===== src/common/wdt_pkg.sv =====
package wdt_pkg;

  // ==========================================================================
  // Bus and register map
  localparam int          ADDR_W        = 8;
  localparam int          DATA_W        = 32;
  localparam logic [7:0]  CTRL_OFF      = 8'h00;
  localparam logic [7:0]  RANGE_OFF     = 8'h04;
  localparam logic [7:0]  COUNT_OFF     = 8'h08;
  localparam logic [7:0]  RESTART_OFF   = 8'h0C;
  localparam logic [7:0]  STATE_OFF     = 8'h10;
  localparam logic [7:0]  CLEAR_OFF     = 8'h14;
  localparam logic [7:0]  EVT_STAT_OFF  = 8'h18;
  localparam logic [7:0]  EVT_MASK_OFF  = 8'h1C;
  localparam logic [7:0]  PARAM5_OFF    = 8'hE4;
  localparam logic [7:0]  PARAM4_OFF    = 8'hE8;
  localparam logic [7:0]  PARAM3_OFF    = 8'hEC;
  localparam logic [7:0]  PARAM2_OFF    = 8'hF0;
  localparam logic [7:0]  PARAM1_OFF    = 8'hF4;
  localparam logic [7:0]  VERSION_OFF   = 8'hF8;
  localparam logic [7:0]  TYPE_OFF      = 8'hFC;

  // ==========================================================================
  // Values and field positions
  localparam logic [31:0] RESTART_KEY   = 32'h0000_0076;
  localparam logic [31:0] COUNT_RESET   = 32'h0000_FFFF;
  localparam logic [31:0] PARAM_ONE_VAL = 32'h1000_0242;
  localparam logic [31:0] ZERO_WORD     = 32'h0000_0000;
  localparam int          EN_BIT        = 0;
  localparam int          MODE_BIT      = 1;
  localparam int          PW_LSB        = 2;
  localparam int          PW_W          = 3;
  localparam int          SPARE_BIT     = 5;
  localparam logic        MODE_RESET_VAL = 1'b1;
  localparam int          TOP_W         = 4;
  localparam int          RELOAD_LSB    = 0;
  localparam int          INIT_LSB      = 4;
  localparam int          EVT_W         = 2;
  localparam int          EVT_IRQ       = 0;
  localparam int          EVT_WARM      = 1;
  localparam int          BASE_EXP      = 16;

  // ==========================================================================
  // Types
  typedef struct packed {
    logic              wr;
    logic              rd;
    logic [ADDR_W-1:0] addr;
    logic [DATA_W-1:0] wdata;
  } bus_req_t;

  typedef enum logic {
    RESP_RESET,
    RESP_IRQ_FIRST
  } resp_t;

  typedef enum {
    ST_OFF,
    ST_RUN
  } run_state_t;

  // Period of 2^(base+n) cycles for a 4-bit selection
  function automatic logic [31:0] period_of(input int base, input logic [TOP_W-1:0] sel);
    period_of = 32'h0000_0001 << (base + int'(sel));
  endfunction : period_of

endpackage : wdt_pkg


===== src/rtl/wdt_downcount.sv =====
`timescale 1ns/1ps
module wdt_downcount
  import wdt_pkg::*;
#(
  parameter int W = 32
) (
  input  wire logic         clk,
  input  wire logic         rst,
  input  wire logic         run,
  input  wire logic         load,
  input  wire logic [W-1:0] load_val,
  input  wire logic [W-1:0] reload_val,
  output logic      [W-1:0] count,
  output logic              expire
);

  // ==========================================================================
  // Down-counter
  assign expire = run && (count == '0);

  always_ff @(posedge clk or posedge rst) begin
    if (rst) begin
      count <= W'(COUNT_RESET);
    end else if (load) begin
      count <= load_val;
    end else if (expire) begin
      // Wraps to the period and keeps going
      count <= reload_val;
    end else if (run) begin
      count <= count - W'(1);
    end
  end

endmodule : wdt_downcount


===== src/rtl/wdt_pulse.sv =====
`timescale 1ns/1ps
module wdt_pulse
  import wdt_pkg::*;
#(
  parameter int SEL_W = PW_W
) (
  input  wire logic             clk,
  input  wire logic             rst,
  input  wire logic             start,
  input  wire logic [SEL_W-1:0] width_sel,
  output logic                  active
);

  localparam int CNT_W = 2 ** SEL_W;

  logic [CNT_W-1:0] remain_r;

  // ==========================================================================
  // Pulse of 2^(sel+1) cycles; a start during a pulse is absorbed
  always_ff @(posedge clk or posedge rst) begin
    if (rst) begin
      active   <= 1'b0;
      remain_r <= '0;
    end else if (!active && start) begin
      active   <= 1'b1;
      remain_r <= CNT_W'((32'h0000_0002 << width_sel) - 32'h0000_0001);
    end else if (active) begin
      if (remain_r == '0) begin
        active <= 1'b0;
      end else begin
        remain_r <= remain_r - CNT_W'(1);
      end
    end
  end

endmodule : wdt_pulse


===== src/rtl/watchdog_timer_registers.sv =====
// The strobed register port is this design's own decision.
`timescale 1ns/1ps
module watchdog_timer_registers
  import wdt_pkg::*;
#(
  parameter logic             FIXED_PERIOD = 1'b0,
  parameter logic             FORCED_ON    = 1'b0,
  parameter logic [TOP_W-1:0] FIXED_INIT   = 4'h0,
  parameter logic [TOP_W-1:0] FIXED_RELOAD = 4'h0,
  parameter int               PERIOD_EXP   = BASE_EXP,
  parameter logic [31:0]      VERSION_VAL  = 32'h0000_0001,  // Arbitrary value
  parameter logic [31:0]      TYPE_VAL     = 32'h0000_0002   // Arbitrary value
) (
  input  wire logic        clk,
  input  wire logic        rst,
  input  wire bus_req_t    bus_req,
  output logic [31:0]      reg_rdata,
  output logic             irq,
  output logic             warm_reset_req
);

  // ==========================================================================
  // Declarations
  logic             watchdog_on_r;
  resp_t            response_select_r;
  logic [PW_W-1:0]  pulse_sel_r;
  logic             spare_r;
  logic [TOP_W-1:0] init_sel_r;
  logic [TOP_W-1:0] reload_sel_r;
  logic             pending_r;
  logic [EVT_W-1:0] evt_stat_r;
  logic [EVT_W-1:0] evt_mask_r;
  logic [31:0]      rdata_nxt;
  logic [31:0]      count;
  logic             expire;
  logic             first_load;
  logic             kick;
  logic             clear_read;
  logic             raise_irq;
  logic             want_reset;
  logic [EVT_W-1:0] evt_set;
  logic             wr_ctrl;
  logic             wr_range;
  logic             wr_evt_stat;
  logic             wr_evt_mask;
  run_state_t       state_r;

  function automatic logic hit(input bus_req_t r, input logic [ADDR_W-1:0] off, input logic is_wr);
    hit = (is_wr ? r.wr : r.rd) && (r.addr == off);
  endfunction : hit

  assign wr_ctrl     = hit(bus_req, CTRL_OFF, 1'b1);
  assign wr_range    = hit(bus_req, RANGE_OFF, 1'b1);
  assign wr_evt_stat = hit(bus_req, EVT_STAT_OFF, 1'b1);
  assign wr_evt_mask = hit(bus_req, EVT_MASK_OFF, 1'b1);

  // ==========================================================================
  // Control register
  always_ff @(posedge clk or posedge rst) begin
    if (rst) begin
      watchdog_on_r <= FORCED_ON;
    end else if (wr_ctrl && bus_req.wdata[EN_BIT]) begin
      watchdog_on_r <= 1'b1;
    end
  end

  always_ff @(posedge clk or posedge rst) begin
    if (rst) begin
      response_select_r <= resp_t'(MODE_RESET_VAL);
      pulse_sel_r       <= '0;
      spare_r           <= 1'b0;
    end else if (wr_ctrl) begin
      response_select_r <= resp_t'(bus_req.wdata[MODE_BIT]);
      pulse_sel_r       <= bus_req.wdata[PW_LSB +: PW_W];
      spare_r           <= bus_req.wdata[SPARE_BIT];
    end
  end

  // ==========================================================================
  // Timeout range register
  always_ff @(posedge clk or posedge rst) begin
    if (rst) begin
      init_sel_r   <= FIXED_INIT;
      reload_sel_r <= FIXED_RELOAD;
    end else if (wr_range) begin
      if (!FIXED_PERIOD && !FORCED_ON) begin
        init_sel_r <= bus_req.wdata[INIT_LSB +: TOP_W];
      end
      if (!FIXED_PERIOD) begin
        reload_sel_r <= bus_req.wdata[RELOAD_LSB +: TOP_W];
      end
    end
  end

  // ==========================================================================
  // Run sequencing
  // The initial period is used once, at the enabling load
  assign first_load = watchdog_on_r && (state_r == ST_OFF);
  assign kick       = hit(bus_req, RESTART_OFF, 1'b1) && (bus_req.wdata == RESTART_KEY)
                      && (state_r == ST_RUN);
  assign clear_read = hit(bus_req, CLEAR_OFF, 1'b0);

  always_ff @(posedge clk or posedge rst) begin
    if (rst) begin
      state_r <= ST_OFF;
    end else begin
      unique case (state_r)
        ST_OFF: begin
          if (watchdog_on_r) begin
            state_r <= ST_RUN;
          end
        end
        ST_RUN: begin
          state_r <= ST_RUN;
        end
      endcase
    end
  end

  wdt_downcount #(
    .W          (32)
  ) u_count (
    .clk        (clk),
    .rst        (rst),
    .run        (state_r == ST_RUN),
    .load       (first_load || kick),
    .load_val   (first_load ? period_of(PERIOD_EXP, init_sel_r)
                            : period_of(PERIOD_EXP, reload_sel_r)),
    .reload_val (period_of(PERIOD_EXP, reload_sel_r)),
    .count      (count),
    .expire     (expire)
  );

  // ==========================================================================
  // Timeout response
  // A kick in the expiry cycle wins the count, but the timeout still counts
  assign raise_irq  = expire && (response_select_r == RESP_IRQ_FIRST) && !pending_r;
  assign want_reset = expire && ((response_select_r == RESP_RESET) || pending_r);

  always_ff @(posedge clk or posedge rst) begin
    if (rst) begin
      pending_r <= 1'b0;
    end else if (raise_irq) begin
      pending_r <= 1'b1;
    end else if (kick || clear_read) begin
      pending_r <= 1'b0;
    end
  end

  wdt_pulse #(
    .SEL_W     (PW_W)
  ) u_pulse (
    .clk       (clk),
    .rst       (rst),
    .start     (want_reset),
    .width_sel (pulse_sel_r),
    .active    (warm_reset_req)
  );

  // ==========================================================================
  // Event status and mask
  assign evt_set = {want_reset, raise_irq};

  always_ff @(posedge clk or posedge rst) begin
    if (rst) begin
      evt_stat_r <= '0;
    end else begin
      // Set beats a write-one clear in the same cycle
      evt_stat_r <= (evt_stat_r & ~(wr_evt_stat ? bus_req.wdata[EVT_W-1:0] : '0)) | evt_set;
    end
  end

  always_ff @(posedge clk or posedge rst) begin
    if (rst) begin
      evt_mask_r <= '0;
    end else if (wr_evt_mask) begin
      evt_mask_r <= bus_req.wdata[EVT_W-1:0];
    end
  end

  assign irq = |(evt_stat_r & evt_mask_r);

  // ==========================================================================
  // Read path
  always_comb begin
    rdata_nxt = ZERO_WORD;
    if (bus_req.rd) begin
      unique case (bus_req.addr)
        CTRL_OFF: begin
          rdata_nxt[EN_BIT]              = watchdog_on_r;
          rdata_nxt[MODE_BIT]            = response_select_r;
          rdata_nxt[PW_LSB +: PW_W]      = pulse_sel_r;
          rdata_nxt[SPARE_BIT]           = spare_r;
        end
        RANGE_OFF: begin
          rdata_nxt[INIT_LSB +: TOP_W]   = init_sel_r;
          rdata_nxt[RELOAD_LSB +: TOP_W] = reload_sel_r;
        end
        COUNT_OFF:    rdata_nxt = count;
        RESTART_OFF:  rdata_nxt = ZERO_WORD;
        STATE_OFF:    rdata_nxt[0] = !pending_r;
        CLEAR_OFF:    rdata_nxt = ZERO_WORD;
        EVT_STAT_OFF: rdata_nxt[EVT_W-1:0] = evt_stat_r;
        EVT_MASK_OFF: rdata_nxt[EVT_W-1:0] = evt_mask_r;
        PARAM1_OFF:   rdata_nxt = PARAM_ONE_VAL;
        VERSION_OFF:  rdata_nxt = VERSION_VAL;
        TYPE_OFF:     rdata_nxt = TYPE_VAL;
        default:      rdata_nxt = ZERO_WORD;
      endcase
    end
  end

  // Read data stand for one cycle only
  always_ff @(posedge clk or posedge rst) begin
    if (rst) begin
      reg_rdata <= ZERO_WORD;
    end else begin
      reg_rdata <= rdata_nxt;
    end
  end
endmodule : watchdog_timer_registers


===== config.mk =====
export PLATFORM = sky130hd
export DESIGN_NAME = watchdog_timer_registers
export DESIGN_NICKNAME = d
export VERILOG_FILES = /design/src/common/wdt_pkg.sv /design/src/rtl/wdt_downcount.sv /design/src/rtl/wdt_pulse.sv /design/src/rtl/watchdog_timer_registers.sv
export SDC_FILE = /design/constraint.sdc
export NUM_CORES = 1
export LEC_CHECK = 0
export ABC_AREA = 1
export ABC_CLOCK_PERIOD_IN_PS = 2300
export BUFFER_PORTS_ARGS = -buffer_cell sky130_fd_sc_hd__buf_2
export CORE_UTILIZATION = 50
export DETAILED_ROUTE_END_ITERATION = 12
export HOLD_SLACK_MARGIN = 0.02
export PLACE_DENSITY_LB_ADDON = 0.1
export SLEW_MARGIN = 20
export SYNTH_ARGS = -nofsm -noshare
export SYNTH_HDL_FRONTEND = slang
export SYNTH_SLANG_ARGS = --single-unit
export TNS_END_PERCENT = 1

===== constraint.sdc =====
create_clock -name clk -period 2.3 [get_ports clk]
set_input_delay 0.115 -clock clk [delete_from_list [all_inputs] [get_ports clk]]
set_output_delay 0.115 -clock clk [all_outputs]
set_load 0.02 [all_outputs]

=== Word level (Yosys, flattened, before mapping) ===
Cells that the tools add are included.

* Flip-flop bits (word level): 124
* Output and inout bits: 34

* Add/subtract/negate cells: 5
* Equal/unequal tests: 15
* Shift-type cells: 3
* Muxes and demuxes: 21
* Bitwise logic cells: 5
* Reductions and logical operators: 31

{| class="wikitable"
|+ Operator list
! kind !! count
|-
| 2-to-1 mux 32 bit || 6
|-
| logical NOT 32 bit || 3
|-
| one-hot mux 32 bit (2 select lines) || 1
|-
| left shift 1 x 6 -> 32 bit, first input constant || 2
|-
| one-hot mux 24 bit (2 select lines) || 1
|-
| == test 32 x 1 -> 1 bit, second input constant || 1
|-
| == test 32 x 2 -> 1 bit, second input constant || 1
|-
| == test 32 x 7 -> 1 bit, second input constant || 1
|-
| == test 8 x 5 -> 1 bit, second input constant || 4
|-
| subtractor 32 x 1 -> 32 bit, second input constant || 1
|-
| == test 8 bit, second input constant || 3
|-
| 2-to-1 mux 8 bit || 3
|-
| == test 8 x 4 -> 1 bit, second input constant || 2
|-
| logical NOT 8 bit || 2
|-
| subtractor 8 x 1 -> 8 bit, second input constant || 2
|-
| logical AND 1 bit || 15
|-
| adder 5 x 4 -> 6 bit, first input constant || 2
|-
| one-hot mux 4 bit (3 select lines) || 1
|-
| == test 8 x 3 -> 1 bit, second input constant || 1
|-
| left shift 2 x 3 -> 8 bit, first input constant || 1
|-
| one-hot mux 1 bit (7 select lines) || 1
|-
| one-hot mux 1 bit (6 select lines) || 1
|-
| one-hot mux 2 bit (3 select lines) || 1
|-
| 2-to-1 mux 1 bit || 5
|-
| other kinds (13) || 19
|}

=== Depth between registers and ports, before layout ===
* Depth after elaboration: 7
* Mapped depth: 20
* Mapped depth without buffers: 20

=== By module ===
Synthesis repeated with hierarchy kept, for this count alone.

* Cell total of the unflattened synthesis: 924
* Area total of the unflattened synthesis: 6237.2 um^2

{| class="wikitable"
|+ By module, submodules not included
! module !! instances !! cells each !! area an instance (um^2) !! seq. area each (um^2)
|-
| wdt_downcount || 1 || 438 || 2755.1 || 820.8
|-
| watchdog_timer_registers || 1 || 368 || 2745.1 || 1302.5
|-
| wdt_pulse || 1 || 118 || 737.0 || 225.2
|}

=== Worst setup path before layout ===
Ideal clock, no wire load.

* Path kind: register -> register
* Start: register u_count.count[21]
* End: register u_pulse.remain_r[6]
* Setup time: 117 ps
* Data arrival time: 1921 ps
* Slack: 263 ps
* Stages on the path, launching flop included: 18
* Path buffers: 0
* Clock period less this slack: 2037 ps
* Cell sequence: dfrtp_1 > nor2_1 > nand2_2 > nor2_4 > nand2_4 > nor2_4 > nand3_2 > nand2_2 > nand2_1 > inv_1 > ha_1 > nand3_1 > inv_1 > nand3_1 > nand2_1 > nand2_1 > nand2_1 > nand2_1

* Word-level cells in the longest chain between the ends: 6
* Elaborated cells on any way between the ends: 8

{| class="wikitable"
|+ Ends and longest elaborated chain
! item !! RTL line !! RTL
|-
| from (decl) || wdt_downcount.sv:13 || <nowiki>output logic [W-1:0] count,</nowiki>
|-
| from (signal assigned) || wdt_downcount.sv:23 || <nowiki>count <= W'(COUNT_RESET);</nowiki>
|-
| from (signal assigned) || wdt_downcount.sv:25 || <nowiki>count <= load_val;</nowiki>
|-
| from (signal assigned) || wdt_downcount.sv:28 || <nowiki>count <= reload_val;</nowiki>
|-
| logical NOT 32 bit * || wdt_downcount.sv:19 || <nowiki>assign expire = run && (count == '0);</nowiki>
|-
| logical AND 1 bit * || wdt_downcount.sv:19 ||
|-
| logical AND 1 bit * || watchdog_timer_registers.sv:138 || <nowiki>assign want_reset = expire && ((response_select_r == RESP_RESET) || pending_r);</nowiki>
|-
| logical AND 1 bit * || wdt_pulse.sv:24 || <nowiki>end else if (!active && start) begin</nowiki>
|-
| inequality test 2 x 1 -> 1 bit (no source line) / nonzero test 2 bit (equally long branches) || -- ||
|-
| AND reduction 2 bit (no source line) || -- ||
|-
| to (signal assigned) || wdt_pulse.sv:26 || <nowiki>remain_r <= CNT_W'((32'h0000_0002 << width_sel) - 32'h0000_0001);</nowiki>
|-
| to (signal assigned) || wdt_pulse.sv:31 || <nowiki>remain_r <= remain_r - CNT_W'(1);</nowiki>
|-
| to (decl) || wdt_pulse.sv:16 || <nowiki>logic [CNT_W-1:0] remain_r;</nowiki>
|}

Mark *: on every way between the ends. The rest lies on a longest branch, timed or not.
A chain may end at the register's enable or synchronous reset.

=== Final worst setup path ===
* Start: register u_count.count[0]
* End: register u_count.count[23]

* Word-level cells in the longest chain between the ends: 4
* Elaborated cells on any way between the ends: 7

{| class="wikitable"
|+ Ends and longest elaborated chain
! item !! RTL line !! RTL
|-
| subtractor 32 x 1 -> 32 bit / logical NOT 32 bit (equally long branches) || wdt_downcount.sv:30, wdt_downcount.sv:19 ||
|-
| 2-to-1 mux 32 bit / logical AND 1 bit (equally long branches) || wdt_downcount.sv:29, wdt_downcount.sv:19 ||
|-
| 2-to-1 mux 32 bit || wdt_downcount.sv:26 || <nowiki>end else if (expire) begin</nowiki>
|-
| 2-to-1 mux 32 bit || wdt_downcount.sv:24 || <nowiki>end else if (load) begin</nowiki>
|}

Several ways; a longest one is shown, not always the timed one. The select of a mux whose other input is x is not followed.

==> metrics.csv <==
stage,metric,value,unit
outcome,status,completed,
floorplan,num_rows,37,
detailed_routing,viasPerCell,5.55,
yosys,ys_types,40,
detailed_routing,first_iter_violations,368,
yosys,yosysSeqAreaShare,0.432,
yosys,synth.yosys.warnings,0,
global_routing,grt_pass1_vias,5085,
yosys,synth_edf_count,0,
setup_path,crit_chain,buf_4 -> nor2_2 -> nand2_1 -> nor2_1 -> nand2_1 -> nor2_2 -> nand2_2 -> nor2_4 -> xor2_1 -> nor2_1 -> o21ai_0 -> nand2_1 -> nand2_1,
place,pre_cts_ws,0.0402,ns
setup_path,crit_arrival,2.52,ns
yosys,ys_top_cells_by_area,"dfrtp_1, nand2_1, dfstp_2, nor2_1, inv_1",
clock_tree,htreeDepth,3,
setup_path,cp-start-kind,flip-flop,
timing,slew_headroom,0.574,
setup_path,rrSetupSlack,0.09,ns
setup_path,crit_type,reg2reg,
clock_tree,cts.sinks,93,
timing,setup_viol,0,
timing,holdWs,0.0315,ns
layout,fill_cells,944,
detailed_routing,postRouteAntennaNets,0,
yosys,syn_inst,721,
setup_path,critPathTopFamily,simple AND/OR/NAND/NOR gates,
setup_path,crit_start,u_count.count[0]$_DFFE_PP1P_,
flow_run,cap_violations,0,
clock_tree,ctsRootBufferMaster,clkbuf_8,
layout,fin_area,6380,sq um
setup_path,end_kind,flip-flop,
setup_path,rr_worst_depth,13,
layout,area_growth,17.5,%
layout,drive_above_1_share,0.217,
worst_hold_path,min_path_cells,3,
place,dpl.cell_count,934,
yosys,async_flop_share,1.00,
timing,finalClockSkew,0.0112,ns
timing,rsz0062_at_grt,true,
setup_path,r2r_start,u_count.count[0]$_DFFE_PP1P_,
layout,final_cells,955,
global_routing,grt.total_usage,0.283,
global_routing,grt_pass1_wl,25.0,mm
worst_hold_path,whs_endpoint,reload_sel_r[3]$_DFFE_PP0P_,
yosys,ys_ff_latch,93,
detailed_routing,wl_per_cell,15.7,um
setup_path,cp_max_fo,5,
setup_path,critPathSlowestCell,dfstp_2,
global_routing,grt_max_degree,94,
setup_path,cpPeakStageDelay,0.40,ns
setup_path,required,2.61,ns
setup_path,cp_common_cell,nand2_1,
timing,finalMaxSlewViolations,0,
place,portBuffers,77,
layout,multi_input_area,2760,sq um
power_and_ir_drop,power_density,548,nW/um^2
layout,num-nets-final,861,
yosys,syn_area_per_cell,7.53,sq um
timing,worst_pin_slew,0.638,ns
power_and_ir_drop,ir_drop,278,uV
timing,min_period_over_period,0.962,
layout,seq_area,2350,sq um
place,place_congestion,0.959,
clock_tree,worstSkewPairLatency,0.37,ns
timing,fin_crit,2.21,ns
yosys,ys.flop_type,dfrtp_1,
yosys,syn_area,5430,sq um
timing,clock.fmax,452,MHz
setup_path,r2r-end,u_count.count[23]$_DFFE_PP0P_,
floorplan,io_pins,78,
place,hpwlAfterDp,11.4,mm
detailed_routing,dr.pass1.iters,7,
floorplan,start_util,0.521,
layout,num_antenna_cells,0,
floorplan,die_w,106,um
timing,worst_slack,0.0871,ns
timing,fin_tns_setup,0,ns
place,postPlaceCellArea,6070,sq um
global_routing,antenna_found_initial,0,
detailed_routing,wl,15.0,mm
floorplan,core_area,10400,sq um
clock_tree,cts_buffers,9,
floorplan,die_h,106,um
yosys,postSynthNetCount,768,
worst_hold_path,worstHoldStart,bus_req[3],
yosys,yosys.area.top_type,dfrtp_1,
global_routing,grt_overflow,0,
clock_tree,clockBufferDepth,2,
clock_tree,tritoncts,built,
timing,hold_violations,0,
clock_tree,clkTransAtPathRegs,0.09,ns
detailed_routing,num_vias,5297,
yosys,yosysTopAreaCellShare,0.350,
worst_hold_path,hold_path.class,in2reg,
power_and_ir_drop,power.leakage,3.12,nW
detailed_routing,drc,0,
floorplan,dieArea,11300,sq um
setup_path,worst-path-buf-inv,1,
cell usage after synthesis, types with 2 or more instances:
cell type    n
nand4_1     17
inv_2        6
a31oi_1      5
xor2_1      25
o32ai_1      4
buf_2        5
nor2_2       9
nand3_2      2
nor3b_1      2
a221oi_1     3
o22ai_1     14
o21ai_1      7
or2_2        2
nor4_1       8
dfstp_2     17
nor2_1      97
nor2_4       7
nand3_1     40
o21ai_0     44
a22oi_1      8
nor3_1      30
nand2_2      6
clkinv_1     3
nand2_1    156
clkbuf_1    15
a21oi_1     34
inv_1       65
ha_1         3
dfrtp_1     76
area by class of cell:
cell class / count / share of cell area
clock inverters: 6 / 0.0104
repair buffers: 103 / 0.0941
well taps: 136 / 0.0267
inverters: 74 / 0.0449
clock buffers: 10 / 0.0233
multi-input cells: 533 / 0.433
flip-flops and latches: 93 / 0.368
routing by layer:
| layer | vias to the layer above | global-route usage | routed length [um] |
|---|---|---|---|
| li1 | 2587 | - | - |
| met1 | 2474 | 0.385 | 6640 |
| met2 | 205 | 0.466 | 7280 |
| met3 | 31 | 0.0276 | 788 |
| met4 | 0 | 0.110 | 334 |
| met5 | - | 0 | 0 |
sequential cells by signal, summed over array words and instances (netlist names):
name               count
init_sel_r             4
reg_rdata             32
pulse_sel_r            3
watchdog_on_r          1
state_r                1
u_pulse.active         1
u_pulse.remain_r       8
spare_r                1
u_count.count         32
reload_sel_r           4
pending_r              1
response_select_r      1
evt_stat_r             2
evt_mask_r             2
stage by stage:
stage | total power [mW] | util
finish | 3.50 | 0.613
global route | 3.64 | 0.613
CTS | 3.51 | 0.607
detailed placement | 2.31 | 0.583
global placement | 2.30 | 0.583
floorplan | 2.16 | -
power by group:
| part | switching, mW | internal (mW) | total (mW) |
|---|---|---|---|
| clock | 0.626 | 0.578 | 1.20 |
| sequential | 0.0933 | 1.75 | 1.84 |
| combinational | 0.280 | 0.172 | 0.452 |
| total | 1.00 | 2.50 | 3.50 |
timing repair:
item	in CTS	in global routing
gates resized for setup	0	11
setup endpoints to repair	0	8
hold buffers	3	0
endpoints found under the hold margin	78	0
buffers inserted	0	2
worst reg2reg max path: stages (launching register included):
cell and delay [ns]:
dfstp_2 0.40, buf_4 0.14, nor2_2 0.11, nand2_1 0.10
nor2_1 0.16, nand2_1 0.13, nor2_2 0.21, nand2_2 0.12
nor2_4 0.15, xor2_1 0.17, nor2_1 0.08, o21ai_0 0.23
nand2_1 0.10, nand2_1 0.07
logic make-up (layout without fill, tap and decap cells):
kind of cell / count (synthesis) / count (layout) / share of synthesized area
adder cells (fa/ha/maj): 3 / 3 / 0.00691
buffers and inverters: 95 / 193 / 0.0668
AO/OA/AOI/OAI: 123 / 123 / 0.129
XOR/XNOR: 26 / 26 / 0.0419
AND/OR/NAND/NOR: 381 / 381 / 0.323
flip-flops: 93 / 93 / 0.432
placed cells by master (no fill, tap or decap), types with 6 or more instances in the layout:
cell / Yosys / layout
nor2_2: 9 / 10
a21oi_1: 34 / 34
dfstp_2: 17 / 17
nor3_1: 30 / 29
buf_2: 5 / 77
dfrtp_1: 76 / 76
nor4_1: 8 / 8
xor2_1: 25 / 25
nor2_1: 97 / 96
o22ai_1: 14 / 14
nor2_4: 7 / 7
o21ai_0: 44 / 44
nand2_2: 6 / 6
nand4_1: 17 / 17
nand2_1: 156 / 156
o21ai_1: 7 / 7
clkbuf_8: 0 / 9
nand3_1: 40 / 39
buf_4: 0 / 22
inv_1: 65 / 63
a22oi_1: 8 / 8
how the worst max path moves through the flow:
stage	to	slack, ns	cells after the start
2_1_floorplan	u_pulse.remain_r[6]$_DFFE_PP0P_	0.26	17
3_3_place_gp	u_pulse.remain_r[6]$_DFFE_PP0P_	0.13	20
3_5_place_dp	u_pulse.remain_r[6]$_DFFE_PP0P_	0.04	19
4_1_cts	u_pulse.remain_r[6]$_DFFE_PP0P_	0.02	19
5_1_grt	u_pulse.remain_r[6]$_DFFE_PP0P_	-0.03	20
6_report	u_count.count[23]$_DFFE_PP0P_	0.09	13
(Power assumes the default switching activity.)
